<file path="config.mk">
export PLATFORM = sky130hd
export DESIGN_NAME = dual_timer_output_control
export DESIGN_NICKNAME = d
export VERILOG_FILES = /design/src/rtl/dual_timer_pkg.sv /design/src/rtl/timer_out_flop.sv /design/src/rtl/dual_timer_output_control.sv
export SDC_FILE = /design/constraint.sdc
export NUM_CORES = 1
export LEC_CHECK = 0
export BUFFER_PORTS_ARGS = -buffer_cell sky130_fd_sc_hd__buf_2
export CAP_MARGIN = 20
export CORE_MARGIN = 3
export CORE_UTILIZATION = 39
export CTS_CLUSTER_SIZE = 14
export DETAILED_ROUTE_END_ITERATION = 8
export GPL_TIMING_DRIVEN = 0
export SETUP_SLACK_MARGIN = 0.5
export SLEW_MARGIN = 20
export SYNTH_ARGS = -nofsm -noshare
export SYNTH_HDL_FRONTEND = slang
export SYNTH_SLANG_ARGS = --single-unit
export TNS_END_PERCENT = 5
</file>
<file path="constraint.sdc">
create_clock -name clk_sys -period 1.8 [get_ports clk_sys]
set_input_delay 0.09 -clock clk_sys [delete_from_list [all_inputs] [get_ports clk_sys]]
set_output_delay 0.09 -clock clk_sys [all_outputs]
set_load 0.005 [all_outputs]
</file>
<file path="src/rtl/dual_timer_pkg.sv">
package dual_timer_pkg;

	// Register addresses
	localparam logic [15:0] ADDR_PORT3_LATCH = 16'hFF03;
	localparam logic [15:0] ADDR_PORT3_DIR = 16'hFF23;
	localparam logic [15:0] ADDR_CMP_CH1 = 16'hFF10;
	localparam logic [15:0] ADDR_CMP_CH2 = 16'hFF11;
	localparam logic [15:0] ADDR_COUNT_CH1 = 16'hFF12;
	localparam logic [15:0] ADDR_COUNT_CH2 = 16'hFF13;
	localparam logic [15:0] ADDR_MODE_CTRL = 16'hFF49;
	localparam logic [15:0] ADDR_OUT_CTRL = 16'hFF4F;

	// Reset values
	localparam logic [7:0] RST_MODE_CTRL = 8'h00;
	localparam logic [7:0] RST_OUT_CTRL = 8'h00;
	localparam logic [7:0] RST_PORT3_DIR = 8'hFF;
	localparam logic [7:0] RST_PORT3_LATCH = 8'h00;
	localparam logic [7:0] RST_CMP = 8'h00;
	localparam logic [7:0] RST_COUNT = 8'h00;

	// Mode-control fields
	localparam int MODE_RUN_CH1 = 0;
	localparam int MODE_RUN_CH2 = 1;
	localparam int MODE_CASCADE = 2;

	// Output-control fields
	localparam int OC_DRIVE_EN_CH1 = 0;
	localparam int OC_TOGGLE_EN_CH1 = 1;
	localparam int OC_CLEAR_CH1 = 2;
	localparam int OC_SET_CH1 = 3;
	localparam int OC_DRIVE_EN_CH2 = 4;
	localparam int OC_TOGGLE_EN_CH2 = 5;
	localparam int OC_CLEAR_CH2 = 6;
	localparam int OC_SET_CH2 = 7;
	// Action bits never stored, so they read back as zero
	localparam logic [7:0] OC_STORED_MASK = 8'h33;

	// Port 3 pins shared with the timer outputs
	localparam int PIN_A = 1;
	localparam int PIN_B = 2;

	typedef struct packed {
		logic wr;
		logic rd;
		logic bit_mode;
		logic [2:0] bit_sel;
		logic [15:0] addr;
		logic [7:0] wdata;
	} reg_req_t;

	typedef struct packed {
		logic out_a;
		logic oe_a;
		logic out_b;
		logic oe_b;
	} pin_drive_t;

endpackage : dual_timer_pkg

</file>
<file path="src/rtl/timer_out_flop.sv">
`timescale 1ns/100ps
module timer_out_flop (
	input wire logic clk_sys,
	input wire logic sys_rst,
	input wire logic set_req,
	input wire logic clear_req,
	input wire logic toggle_en,
	input wire logic match,
	output logic level
);
	logic next_level;

	always_comb begin
		next_level = level;
		if (set_req && !clear_req) begin
			next_level = 1'b1;
		end else if (clear_req && !set_req) begin
			next_level = 1'b0;
		end else if (set_req && clear_req) begin
			// Prohibited pattern: hold the level rather than pick a side
			next_level = level;
		end else if (toggle_en && match) begin
			next_level = ~level;
		end
	end

	always_ff @(posedge clk_sys) begin
		if (sys_rst) begin
			level <= 1'b0;
		end else begin
			level <= next_level;
		end
	end
endmodule : timer_out_flop

</file>
<file path="src/rtl/dual_timer_output_control.sv">
`timescale 1ns/100ps
// Operation
// - Mode register runs counters, selects mode, resets 00H
// - Mode register takes bit and byte writes
// - Cascaded mode runs on first run bit only
// - Output control register resets to zero
// - Output control takes bit and byte writes
// - Bit 0 drives channel 1 flop to pin
// - Bit 1 enables channel 1 toggling
// - Bits 3/2 set or clear channel 1 flop
// - Bit 4 drives channel 2 flop to pin
// - Bit 5 enables channel 2 toggling
// - Bits 7/6 set or clear channel 2 flop
// - Set and clear bits read back zero
// - Port 3 direction per bit, resets FFH
// - Compare match clears counter and raises request
module dual_timer_output_control (
	input wire logic clk_sys,
	input wire logic sys_rst,
	input wire dual_timer_pkg::reg_req_t reg_req,
	input wire logic tick_ch1,
	input wire logic tick_ch2,
	output logic [7:0] reg_rdata,
	output logic reg_rvalid,
	output logic match_irq_ch1,
	output logic match_irq_ch2,
	output dual_timer_pkg::pin_drive_t pins
);
	logic [7:0] counter_mode_ctrl_reg;
	logic [7:0] output_ctrl_reg;
	logic [7:0] port3_direction_reg;
	logic [7:0] port3_latch;
	logic [7:0] cmp_ch1;
	logic [7:0] cmp_ch2;
	logic [7:0] counter_ch1;
	logic [7:0] counter_ch2;
	logic [7:0] next_mode;
	logic [7:0] next_out_ctrl;
	logic [7:0] next_dir;
	logic [7:0] next_latch;
	logic [7:0] next_cmp1;
	logic [7:0] next_cmp2;
	logic [7:0] next_cnt1;
	logic [7:0] next_cnt2;
	logic [7:0] next_rdata;
	logic next_irq1;
	logic next_irq2;
	logic [7:0] oc_write;
	logic oc_hit;
	logic flop_set_ch1;
	logic flop_clear_ch1;
	logic flop_set_ch2;
	logic flop_clear_ch2;
	logic out_flop_ch1;
	logic out_flop_ch2;
	logic cascade;
	dual_timer_pkg::pin_drive_t next_pins;

	// Applies a byte write or a one-bit write to a register at the given address
	function automatic logic [7:0] reg_write(input logic [7:0] old,
			input dual_timer_pkg::reg_req_t req, input logic [15:0] addr);
		logic [7:0] res;
		res = old;
		if (req.wr && req.addr == addr) begin
			if (req.bit_mode) begin
				res[req.bit_sel] = req.wdata[0];
			end else begin
				res = req.wdata;
			end
		end
		return res;
	endfunction : reg_write

	// One counting step: clear on match, else increment
	function automatic logic [8:0] count_step(input logic [7:0] cnt, input logic [7:0] cmp);
		if (cnt == cmp) begin
			return {1'b1, 8'h00};
		end
		return {1'b0, 8'(cnt + 8'h01)};
	endfunction : count_step

	assign cascade = counter_mode_ctrl_reg[dual_timer_pkg::MODE_CASCADE];
	assign oc_hit = reg_req.wr && reg_req.addr == dual_timer_pkg::ADDR_OUT_CTRL;
	// Action bits are seen only as the write's own image; old value counts as zero
	assign oc_write = reg_write(output_ctrl_reg & dual_timer_pkg::OC_STORED_MASK,
			reg_req, dual_timer_pkg::ADDR_OUT_CTRL);
	assign flop_set_ch1 = oc_hit && oc_write[dual_timer_pkg::OC_SET_CH1];
	assign flop_clear_ch1 = oc_hit && oc_write[dual_timer_pkg::OC_CLEAR_CH1];
	assign flop_set_ch2 = oc_hit && oc_write[dual_timer_pkg::OC_SET_CH2];
	assign flop_clear_ch2 = oc_hit && oc_write[dual_timer_pkg::OC_CLEAR_CH2];

	// Register file
	always_comb begin
		next_mode = reg_write(counter_mode_ctrl_reg, reg_req,
				dual_timer_pkg::ADDR_MODE_CTRL);
		next_out_ctrl = oc_write & dual_timer_pkg::OC_STORED_MASK;
		next_dir = reg_write(port3_direction_reg, reg_req,
				dual_timer_pkg::ADDR_PORT3_DIR);
		next_latch = reg_write(port3_latch, reg_req, dual_timer_pkg::ADDR_PORT3_LATCH);
		next_cmp1 = reg_write(cmp_ch1, reg_req, dual_timer_pkg::ADDR_CMP_CH1);
		next_cmp2 = reg_write(cmp_ch2, reg_req, dual_timer_pkg::ADDR_CMP_CH2);
		next_rdata = 8'h00;
		case (reg_req.addr)
			dual_timer_pkg::ADDR_MODE_CTRL: next_rdata = counter_mode_ctrl_reg;
			dual_timer_pkg::ADDR_OUT_CTRL: next_rdata = output_ctrl_reg;
			dual_timer_pkg::ADDR_PORT3_DIR: next_rdata = port3_direction_reg;
			dual_timer_pkg::ADDR_PORT3_LATCH: next_rdata = port3_latch;
			dual_timer_pkg::ADDR_CMP_CH1: next_rdata = cmp_ch1;
			dual_timer_pkg::ADDR_CMP_CH2: next_rdata = cmp_ch2;
			dual_timer_pkg::ADDR_COUNT_CH1: next_rdata = counter_ch1;
			dual_timer_pkg::ADDR_COUNT_CH2: next_rdata = counter_ch2;
			default: next_rdata = 8'h00;
		endcase
		if (!reg_req.rd) begin
			next_rdata = reg_rdata;
		end
	end

	always_ff @(posedge clk_sys) begin
		if (sys_rst) begin
			counter_mode_ctrl_reg <= dual_timer_pkg::RST_MODE_CTRL;
			output_ctrl_reg <= dual_timer_pkg::RST_OUT_CTRL;
			port3_direction_reg <= dual_timer_pkg::RST_PORT3_DIR;
			port3_latch <= dual_timer_pkg::RST_PORT3_LATCH;
			cmp_ch1 <= dual_timer_pkg::RST_CMP;
			cmp_ch2 <= dual_timer_pkg::RST_CMP;
			reg_rdata <= 8'h00;
			reg_rvalid <= 1'b0;
		end else begin
			counter_mode_ctrl_reg <= next_mode;
			output_ctrl_reg <= next_out_ctrl;
			port3_direction_reg <= next_dir;
			port3_latch <= next_latch;
			cmp_ch1 <= next_cmp1;
			cmp_ch2 <= next_cmp2;
			reg_rdata <= next_rdata;
			reg_rvalid <= reg_req.rd;
		end
	end

	// Counters; a stopped counter is held at zero
	always_comb begin
		logic [8:0] step1;
		logic [8:0] step2;
		step1 = count_step(counter_ch1, cmp_ch1);
		step2 = count_step(counter_ch2, cmp_ch2);
		next_cnt1 = counter_ch1;
		next_cnt2 = counter_ch2;
		next_irq1 = 1'b0;
		next_irq2 = 1'b0;
		if (cascade) begin
			// Second run bit is ignored here: one bit owns the 16-bit pair
			if (!counter_mode_ctrl_reg[dual_timer_pkg::MODE_RUN_CH1]) begin
				next_cnt1 = dual_timer_pkg::RST_COUNT;
				next_cnt2 = dual_timer_pkg::RST_COUNT;
			end else if (tick_ch1) begin
				if ({counter_ch2, counter_ch1} == {cmp_ch2, cmp_ch1}) begin
					next_cnt1 = 8'h00;
					next_cnt2 = 8'h00;
					next_irq1 = 1'b1;
					next_irq2 = 1'b1;
				end else begin
					{next_cnt2, next_cnt1} = 16'({counter_ch2, counter_ch1} + 16'h0001);
				end
			end
		end else begin
			if (!counter_mode_ctrl_reg[dual_timer_pkg::MODE_RUN_CH1]) begin
				next_cnt1 = dual_timer_pkg::RST_COUNT;
			end else if (tick_ch1) begin
				{next_irq1, next_cnt1} = step1;
			end
			if (!counter_mode_ctrl_reg[dual_timer_pkg::MODE_RUN_CH2]) begin
				next_cnt2 = dual_timer_pkg::RST_COUNT;
			end else if (tick_ch2) begin
				{next_irq2, next_cnt2} = step2;
			end
		end
	end

	always_ff @(posedge clk_sys) begin
		if (sys_rst) begin
			counter_ch1 <= dual_timer_pkg::RST_COUNT;
			counter_ch2 <= dual_timer_pkg::RST_COUNT;
			match_irq_ch1 <= 1'b0;
			match_irq_ch2 <= 1'b0;
		end else begin
			counter_ch1 <= next_cnt1;
			counter_ch2 <= next_cnt2;
			match_irq_ch1 <= next_irq1;
			match_irq_ch2 <= next_irq2;
		end
	end

	// Output flip-flops toggle on the registered match pulse
	timer_out_flop u_flop_ch1 (
		.clk_sys(clk_sys),
		.sys_rst(sys_rst),
		.set_req(flop_set_ch1),
		.clear_req(flop_clear_ch1),
		.toggle_en(output_ctrl_reg[dual_timer_pkg::OC_TOGGLE_EN_CH1]),
		.match(match_irq_ch1),
		.level(out_flop_ch1)
	);

	timer_out_flop u_flop_ch2 (
		.clk_sys(clk_sys),
		.sys_rst(sys_rst),
		.set_req(flop_set_ch2),
		.clear_req(flop_clear_ch2),
		.toggle_en(output_ctrl_reg[dual_timer_pkg::OC_TOGGLE_EN_CH2]),
		.match(match_irq_ch2),
		.level(out_flop_ch2)
	);

	// Pin mux: timer owns the data when enabled, direction bit owns the enable
	always_comb begin
		next_pins.out_a = port3_latch[dual_timer_pkg::PIN_A];
		next_pins.out_b = port3_latch[dual_timer_pkg::PIN_B];
		if (output_ctrl_reg[dual_timer_pkg::OC_DRIVE_EN_CH1]) begin
			next_pins.out_a = out_flop_ch1;
		end
		if (output_ctrl_reg[dual_timer_pkg::OC_DRIVE_EN_CH2]) begin
			next_pins.out_b = out_flop_ch2;
		end
		next_pins.oe_a = ~port3_direction_reg[dual_timer_pkg::PIN_A];
		next_pins.oe_b = ~port3_direction_reg[dual_timer_pkg::PIN_B];
	end

	always_ff @(posedge clk_sys) begin
		if (sys_rst) begin
			pins <= '0;
		end else begin
			pins <= next_pins;
		end
	end
endmodule : dual_timer_output_control

</file>
==> impl_metrics.toml, run 1 <==
[critical_path]
arrival_ps = 2000
start_kind = "flip-flop"
cp_max_fo = 3
end_kind = "flip-flop"
critPathKind = "reg2reg"
worstPathRequired_ps = 2040

[synthesis]
synth_compound_area_frac = 0.254
synthSimpleGateAreaFrac = 0.225
synth_mux_area_frac = 0.0701
ys_async_sr_fraction = 0
yosysUniqueCellTypes = 61
synth_adder_area_share = 0.00575
syn_avg_cell_area_sq_um = 8.59
yosysWarningCount = 0
ys.flop_type = "dfxtp_1"
synth_cells = 507
yosysTopAreaCellShare = 0.354
synth_top_family_by_area = "compound AO/OA/AOI/OAI gates"
syn_area_sq_um = 4350
synth_top_cell_by_area = "dfxtp_1"
synth_seq_cells = 77
synth_area_leaders = "dfxtp_1 35%, mux4_2 4.1%, a21oi_1 3.9%, xor2_1 3.8%, nand2_1 3.4%"
synth_edf_count = 0
ys_seq_area_frac = 0.354
synthXorXnorAreaFrac = 0.0483
syn_nets = 543

[global_route]
grt_pass1_wl_mm = 22.7
grt_pass1_vias = 4257
antenna_found_initial = 0
grt_start_max_net_pins = 15
grt_usage = 0.230
grt.overflow.total = 0

[floorplanning]
core-area_sq_um = 10600
die_x_microns = 112
die_h_microns = 112
rows = 37
die_area_sq_um = 12500
ios = 49
start_util = 0.411

[placed_design]
port_buffers = 44
dp.cells = 687
place_area_sq_um = 4810
gp_congestion = 0.887
place_hpwl_mm = 10.7

[layout]
fill_cells = 901
fin_area_sq_um = 6170
final_util = 0.582
nets = 623
drive_gt1_frac = 0.427
syn2layout_area_growth_pct = 41.6
layout_common_cells = "56 x dfxtp_1, 38 x buf_2, 37 x nand2_1"
num_antenna_cells = 0
layout.cells.non_filler = 728
layout_commonest_cell = "dfxtp_1"

[pwr]
p_comb_frac = 0.092
switching_power_uw = 952
p_per_area_nw_per_um2 = 596
power.leakage_nw = 2.21
power_frac_seq = 0.459
switching_share = 0.259
ir_drop_mv = 0.388
p_clk_frac = 0.448
power_mw = 3.67
p_int_mw = 2.72

[clock_network]
root_buffer = "clkbuf_8"
clk_latency_ps = 370
path_clk_slew_ps = 90
clk_path_buf_depth = 2
cts_buffers = 9
cts.sinks = 77
cts_tree = "built"
h-tree-depth = 3

[timing]
slew_violations = 0
fin_skew_ps = 11.9
setup_viol = 0
relSlewSlack = 0.430
tightest_slew_ps = 849
rsz0062_at_grt = "yes"
fmax_ghz = 0.568
post-route-min-period_ps = 1760
hold_viol = 0
timing.final.crit_share = 0.979

[detailed_routing]
detail-route-antenna-nets = 0
drc_errors = 0
dr.pass1.iters = 5
dr.first_iter.drc_count = 329
viasPerCell = 6.28
routedWlPerCell_microns = 21.1
dr_total_vias = 4574
routed_wl_mm = 15.4

[run_status]
status = "complete, no violations"

[flow_run]
drv_cap = 0

[worst_hold_path]
hold_class = "in2reg"
-- routing by layer --
layer  up-vias  share of wire  wire (microns)  GRT usage
li1       2106              -               -          -
met5         -              0               0          0
met1      2228           0.43            6580      0.312
met4         0          0.021             329      0.104
met2       215           0.47            7190      0.350
met3        25          0.083            1270     0.0495
-- layout make-up --
| cell class | count | area [sq um] | share of cell area |
|---|---|---|---|
| Sequential cell | 77 | 1590 | 0.258 |
| Clock buffer | 9 | 124 | 0.0201 |
| Multi-Input combinational cell | 385 | 3340 | 0.541 |
| Inverter | 9 | 33.8 | 0.00548 |
| Clock inverter | 7 | 123 | 0.0199 |
| Buffer | 36 | 297 | 0.0481 |
| Tap cell | 136 | 170 | 0.0276 |
| Timing Repair Buffer | 69 | 489 | 0.0793 |
-- metrics by stage --
stage                     worst slack, ps  TNS, ps  hold slack, ps
final                                38.5        0            41.7
after global routing                -32.7    -72.3            48.3
after CTS                            48.4        0            22.8
after detailed placement             -637   -19640             403
after global placement               -501   -15250             401
after floorplan                      73.3        0             236
-- worst max-delay path, stage by stage (launching register included) --
cell and delay [ps]:
dfxtp_2 330, buf_8 120, mux4_2 470, a222oi_1 560
o21ai_1 150
-- power by group through the flow --
stage / combinational [mW] / clock [mW] / sequential, mW
final: 0.339 / 1.65 / 1.69
after global routing: 0.360 / 1.72 / 1.69
after CTS: 0.282 / 1.65 / 1.70
after detailed placement: 0.276 / 0 / 1.74
after global placement: 0.272 / 0 / 1.74
after floorplan: 0.167 / 0 / 1.74
-- timing repair --
item                       4_1_cts  5_1_grt
gates cloned                     0        2
buffers inserted                10       13
hold buffers                     0        0
gates resized for setup         54      193
setup endpoints to repair       74       74
pin swaps                       11       90
-- cells by family (layout without fill, tap and decap cells) --
family,after synthesis,after routing
AND/OR/NAND/NOR,183,183
AO/OA/AOI/OAI,156,156
flip-flops,77,77
buffers and inverters,45,130
XOR/XNOR,24,24
multiplexers,20,20
adder cells (fa/ha/maj),2,2
-- synth_stat cells (11+ instances only) --
master and number:
a31oi_1 11, nand3_1 20, xor2_1 19, o211ai_1 12, dfxtp_1 77, clkbuf_1 23
o21ai_0 24, a311oi_1 12, nor2_1 32, a21oi_1 34, nand4_1 12, nand2_1 40
nor3_1 16
-- worst paths after layout --
check | startpoint | endpoint | slack (ps) | depth (start not counted)
worst max-delay path | counter_ch2[3]$_SDFFE_PP0P_ | reg_rdata[3]$_SDFFE_PP0P_ | 40 | 4
worst min-delay path | reg_req[28] | reg_rvalid$_SDFF_PP0_ | 40 | 2
worst max register to register | counter_ch2[3]$_SDFFE_PP0P_ | reg_rdata[3]$_SDFFE_PP0P_ | 40 | 4
worst min register to register | port3_direction_reg[1]$_SDFFE_PP1P_ | pins[2]$_SDFF_PP0_ | 440 | 1
No activity file was read; power rests on OpenSTA's default activity.
==> run 2, diff against run 1 <==
- GPL_TIMING_DRIVEN: 0 -> not set
==> run 2 against run 1 <==
Compared with the run above: clock power down 17%; highest routed layer unchanged; largest power group unchanged; design area fell by 3.3%; critical endpoint is now counter_ch1[6]$_SDFFE_PP0P_; wire length shrank 6.0%.
==> impl_metrics.toml, run 2 (synthesized netlist as in run 1, its figures left out) <==
[clock_network]
cts_buffers = 9
h-tree-depth = 3
cts_hold_buf = 0
clk_latency_ps = 360
cts_tree = "built"
cts.sinks = 77
path_clk_slew_ps = 80
root_buffer = "clkbuf_8"
clk_path_buf_depth = 2

[timing]
fmax_ghz = 0.573
rsz0062_at_grt = "yes"
relSlewSlack = 0.426
slew_violations = 0
hold_viol = 0
fin_ws_ps = 53.6
fin_setup_tns_ps = 0
tightest_slew_ps = 853
fin_skew_ps = 7.46
post-route-min-period_ps = 1750
setup_viol = 0
timing.final.crit_share = 0.970

[critical_path]
critPathMaxStageDelay_ps = 370
crit_top_cell = "buf_4"
start_kind = "flip-flop"
cp_max_fo = 5
end_kind = "flip-flop"
r2r_end = "counter_ch1[6]$_SDFFE_PP0P_"
slowest_stage = "dfxtp_4"
rrSetupSlack_ps = 50
arrival_ps = 2000
critPathKind = "reg2reg"
worst-r2r-cell-count = 8
r2r-start = "counter_ch1[6]$_SDFFE_PP0P_"
crit_chain = "xor2_1 > nor4_2 > buf_4 > nand2_4 > buf_6 > buf_4 > o221ai_1 > nand2_1"
worstPathRequired_ps = 2050

[placed_design]
pre_cts_slack_ps = -112
gp_congestion = 0.896
port_buffers = 48
place_hpwl_mm = 10.5

[floorplanning]
die_h_microns = 112
core-area_sq_um = 10600
die_x_microns = 112
rows = 37
start_util = 0.411
ios = 49
die_area_sq_um = 12500

[pwr]
ir_drop_mv = 0.302
switching_power_uw = 862
power_frac_seq = 0.499
p_per_area_nw_per_um2 = 568
p_comb_frac = 0.097
switching_share = 0.254
p_int_mw = 2.52
power.leakage_nw = 2.29
power_mw = 3.39
p_clk_frac = 0.404

[detailed_routing]
routedWlPerCell_microns = 19.1
dr_total_vias = 4568
dr.pass1.iters = 4
routed_wl_mm = 14.5
viasPerCell = 6.04
detail-route-antenna-nets = 0
dr.first_iter.drc_count = 402
drc_errors = 0

[flow_run]
drv_cap = 0

[worst_hold_path]
hold_path_depth = 2
hold-path-endpoint = "reg_rvalid$_SDFF_PP0_"
hold_class = "in2reg"
min-delay-start = "reg_req[28]"

[layout]
syn2layout_area_growth_pct = 36.9
num_antenna_cells = 0
drive_gt1_frac = 0.390
layout_commonest_cell = "buf_4"
nets = 651
layout_common_cells = "65 x buf_4, 56 x dfxtp_1, 43 x buf_2"
fill_cells = 946

[global_route]
antenna_found_initial = 0
grt_usage = 0.228
grt_pass1_wl_mm = 22.9
grt_start_max_net_pins = 59
grt_pass1_vias = 4269
grt.overflow.total = 0

[run_status]
status = "complete, no violations"
run 2: changes by cell type in the layout (fill, tap and decap cells not counted), sizes merged:
cell and delta:
buf +48, clkbuf -16, bufinv -2, clkinvlp -2, clkinv +1, inv -1
run 2: per-stage QoR:
| step | cell area [sq um] | instances | hold slack, ps | utilization |
|---|---|---|---|---|
| finish | 5960 | 756 | 31.0 | 0.562 |
| global route | 5960 | 756 | 38.1 | 0.562 |
| CTS | 5650 | 756 | 22.0 | 0.533 |
| detailed placement | 5300 | 734 | 407 | 0.500 |
| global placement | 5300 | 734 | 414 | 0.500 |
| floorplan | 4420 | 507 | 236 | - |
run 2: power groups by stage:
stage	Combinational [mW]	Clock (mW)	Sequential, mW
2_1_floorplan	0.167	0	1.74
3_3_place_gp	0.296	0	1.74
3_5_place_dp	0.299	0	1.74
4_1_cts	0.300	1.40	1.69
5_1_grt	0.350	1.47	1.69
6_report	0.327	1.37	1.69
run 2: metal layers:
layer	up-vias	GRT usage	wire length, microns
met2	190	0.361	6810
li1	2151	-	-
met5	-	0	0
met4	0	0.0762	191
met1	2213	0.321	6500
met3	14	0.0288	953
run 2: worst max-delay path by stage:
stage                                           start                     endpoint  slack [ps]  cells after the start
after CTS                 counter_ch1[1]$_SDFFE_PP0P_  counter_ch1[1]$_SDFFE_PP0P_          60                      7
after global placement    counter_ch1[1]$_SDFFE_PP0P_  counter_ch2[7]$_SDFFE_PP0P_        -100                      6
after global routing      counter_ch2[7]$_SDFFE_PP0P_  counter_ch2[1]$_SDFFE_PP0P_         -60                      7
after floorplan                           reg_req[14]      cmp_ch2[3]$_SDFFE_PP0P_          70                      5
after detailed placement                  reg_req[14]      cmp_ch2[6]$_SDFFE_PP0P_        -110                      6
final                     counter_ch1[6]$_SDFFE_PP0P_  counter_ch1[6]$_SDFFE_PP0P_          50                      8
run 2: area by class of cell:
type                    instances  area (sq um)  share of cell area
flip-flops and latches         77          1590               0.266
clock inverters                 3          43.8             0.00735
multi-input cells             385          2960               0.496
clock buffers                  13           159              0.0267
repair buffers                133          1010               0.169
well taps                     136           170              0.0286
inverters                       9          33.8             0.00567
run 2: worst max-delay path, delay by kind of cell, from the launching register on:
family | cells | cell delay (ps)
DFF | 1 | 370
xor gates and xnor gates | 1 | 180
AOI/OAI and AO/OA | 1 | 170
buffers and inverters | 3 | 450
and+or+nand+nor | 3 | 470
run 2: repair_timing:
item                       in CTS  in global routing
cloned                          0                  0
gates resized for setup        30                 78
pin swaps                       9                 57
setup endpoints to repair      67                 72
buffers inserted                6                  0
==> run 3, diff against run 2 <==
- SYNTH_HIERARCHICAL: not set -> 1
==> run 3 against run 2 <==
Compared with the run above: the flow now finishes with violations (negative setup slack); combinational power increased by 9.5%; critical path depth decreased by 1; first-iteration DRC count increased by 28%.
==> impl_metrics.toml, run 3 <==
[floorplanning]
start_util = 0.402
die_area_sq_um = 12500
die_x_microns = 112
rows = 38
die_h_microns = 112
ios = 49
core-area_sq_um = 10900

[critical_path]
cp_max_fo = 4
crit_chain = "xor2_2 > nor4_4 > buf_4 > a41oi_4 > buf_6 > a21oi_1 > o22ai_1"
rrSetupSlack_ps = -2
start_kind = "flip-flop"
critPathKind = "reg2reg"
cpLargestDelayFamily = "compound AO/OA/AOI/OAI gates"
arrival_ps = 2060
end_kind = "flip-flop"
worstPathRequired_ps = 2060
critPathMaxStageDelay_ps = 380
crit_buf_inv = 2
slowest_stage = "nor4_4"

[pwr]
ir_drop_mv = 0.294
p_comb_frac = 0.104
switching_share = 0.276
power.leakage_nw = 2.39
power_mw = 3.44
p_per_area_nw_per_um2 = 573
switching_power_uw = 951
power_frac_seq = 0.494
p_clk_frac = 0.402
p_int_mw = 2.49

[clock_network]
path_clk_slew_ps = 80
cts_hold_buf = 0
cts_tree = "built"
root_buffer = "clkbuf_8"
cts_buffers = 9
cts.sinks = 77
clk_path_buf_depth = 2
h-tree-depth = 3
clk_latency_ps = 370

[timing]
timing.final.crit_share = 1.00
fmax_ghz = 0.555
setup_viol = 1
relSlewSlack = 0.185
post-route-min-period_ps = 1800
tightest_slew_ps = 1210
slew_violations = 0
fin_ws_ps = -1.90
fin_skew_ps = 10.8
rsz0062_at_grt = "yes"
hold_viol = 0

[worst_hold_path]
hold_class = "in2reg"

[global_route]
grt_usage = 0.239
grt.overflow.total = 0
grt_start_max_net_pins = 36
antenna_found_initial = 0
grt_pass1_wl_mm = 23.4
grt_pass1_vias = 4303

[placed_design]
place_hpwl_mm = 11.2
port_buffers = 48
gp_congestion = 0.948
dp.cells = 737

[run_status]
violations = "negative setup slack"
status = "finished with violations"

[detailed_routing]
viasPerCell = 6.01
routed_wl_mm = 15.3
routedWlPerCell_microns = 20.2
dr_total_vias = 4571
dr.first_iter.drc_count = 514
dr.pass1.iters = 5
drc_errors = 0
detail-route-antenna-nets = 0

[synthesis]
ys.flop_type = "dfxtp_1"
syn_area_sq_um = 4380
syn_avg_cell_area_sq_um = 8.58
synth_area_leaders = "dfxtp_1 35%, mux2i_1 6.9%, nor2_1 5.2%, xor2_1 4.6%, mux4_2 4.1%"
synth_seq_cells = 77
yosysWarningCount = 6
synth_commonest_cells = "77 x dfxtp_1, 61 x nor2_1, 32 x o21ai_0"
synth_edf_count = 0
ys_seq_area_frac = 0.352
ys_async_sr_fraction = 0
syn_nets = 546
yosysUniqueCellTypes = 62
yosysTopAreaCellShare = 0.352
yosysMostFrequentCell = "dfxtp_1"
synth_cells = 510
synth_top_cell_by_area = "dfxtp_1"

[layout]
nets = 651
layout_commonest_cell = "dfxtp_1"
syn2layout_area_growth_pct = 37.1
num_antenna_cells = 0
multi_input_area_sq_um = 3070
fill_cells = 950
seq_area_sq_um = 1560
layout_common_cells = "66 x dfxtp_1, 65 x buf_4, 55 x nor2_1"
layout.cells.non_filler = 760
drive_gt1_frac = 0.361

[flow_run]
drv_cap = 0
run 3: path summary, 6_finish.rpt:
kind | start | endpoint | depth (start not counted)
min reg2reg | port3_direction_reg[1]$_SDFFE_PP1P_ | pins[2]$_SDFF_PP0_ | 1
max | cmp_ch1[0]$_SDFFE_PP0P_ | counter_ch2[1]$_SDFFE_PP0P_ | 7
max reg2reg | cmp_ch1[0]$_SDFFE_PP0P_ | counter_ch2[1]$_SDFFE_PP0P_ | 7
min | sys_rst | output_ctrl_reg[1]$_SDFFE_PP0P_ | 2
run 3: area by class of cell:
| type | count | area share |
|---|---|---|
| clock buffers | 10 | 0.0229 |
| clock inverters | 6 | 0.0102 |
| inverters | 17 | 0.0106 |
| multi-input cells | 386 | 0.511 |
| flip-flops and latches | 77 | 0.260 |
| well taps | 140 | 0.0292 |
| repair buffers | 124 | 0.156 |
run 3: logic make-up (layout without fill, tap and decap cells):
group           after synthesis  after routing  share of synthesized area
flops                        77             77                      0.352
simple gates                195            195                      0.245
buf+inv                      47            157                     0.0460
compound gates              125            125                      0.189
fa+ha+maj                     2              2                    0.00572
mux                          38             38                      0.110
xor+xnor                     26             26                     0.0520
run 3: routing by layer:
layer	GRT usage	vias to the layer above	share of wire
met3	0.0370	42	0.068
met4	0.117	0	0.039
met5	0	-	0
li1	-	2119	-
met1	0.309	2207	0.42
met2	0.388	203	0.48
run 3: worst reg2reg max path, cell delays in order, from the launching register on:
cell and delay (ps):
dfxtp_2 360, xor2_2 200, nor4_4 380, buf_4 190
a41oi_4 160, buf_6 170, a21oi_1 140, o22ai_1 100
run 3: power groups by stage:
stage / Sequential [mW] / Combinational (mW) / Clock, mW
2_1_floorplan: 1.74 / 0.163 / 0
3_3_place_gp: 1.74 / 0.318 / 0
3_5_place_dp: 1.74 / 0.320 / 0
4_1_cts: 1.70 / 0.321 / 1.38
5_1_grt: 1.70 / 0.374 / 1.46
6_report: 1.70 / 0.358 / 1.38
run 3: timing repair:
item	4_1_cts	5_1_grt
resized for setup	14	96
setup endpoints to repair	66	68
pin swaps	8	77
buffers inserted	6	1
run 3: per-stage QoR:
stage               cell area (sq um)  setup WS [ps]  setup TNS (ps)   util  hold WS [ps]
detailed placement               5360           -235           -2740  0.492           395
global route                     6000           -105           -1020  0.551          37.0
finish                           6000          -1.90           -1.90  0.551          9.51
floorplan                        4520          -98.0           -1220      -           159
CTS                              5680           25.9               0  0.521          10.5
global placement                 5360           -146           -2290  0.492           393
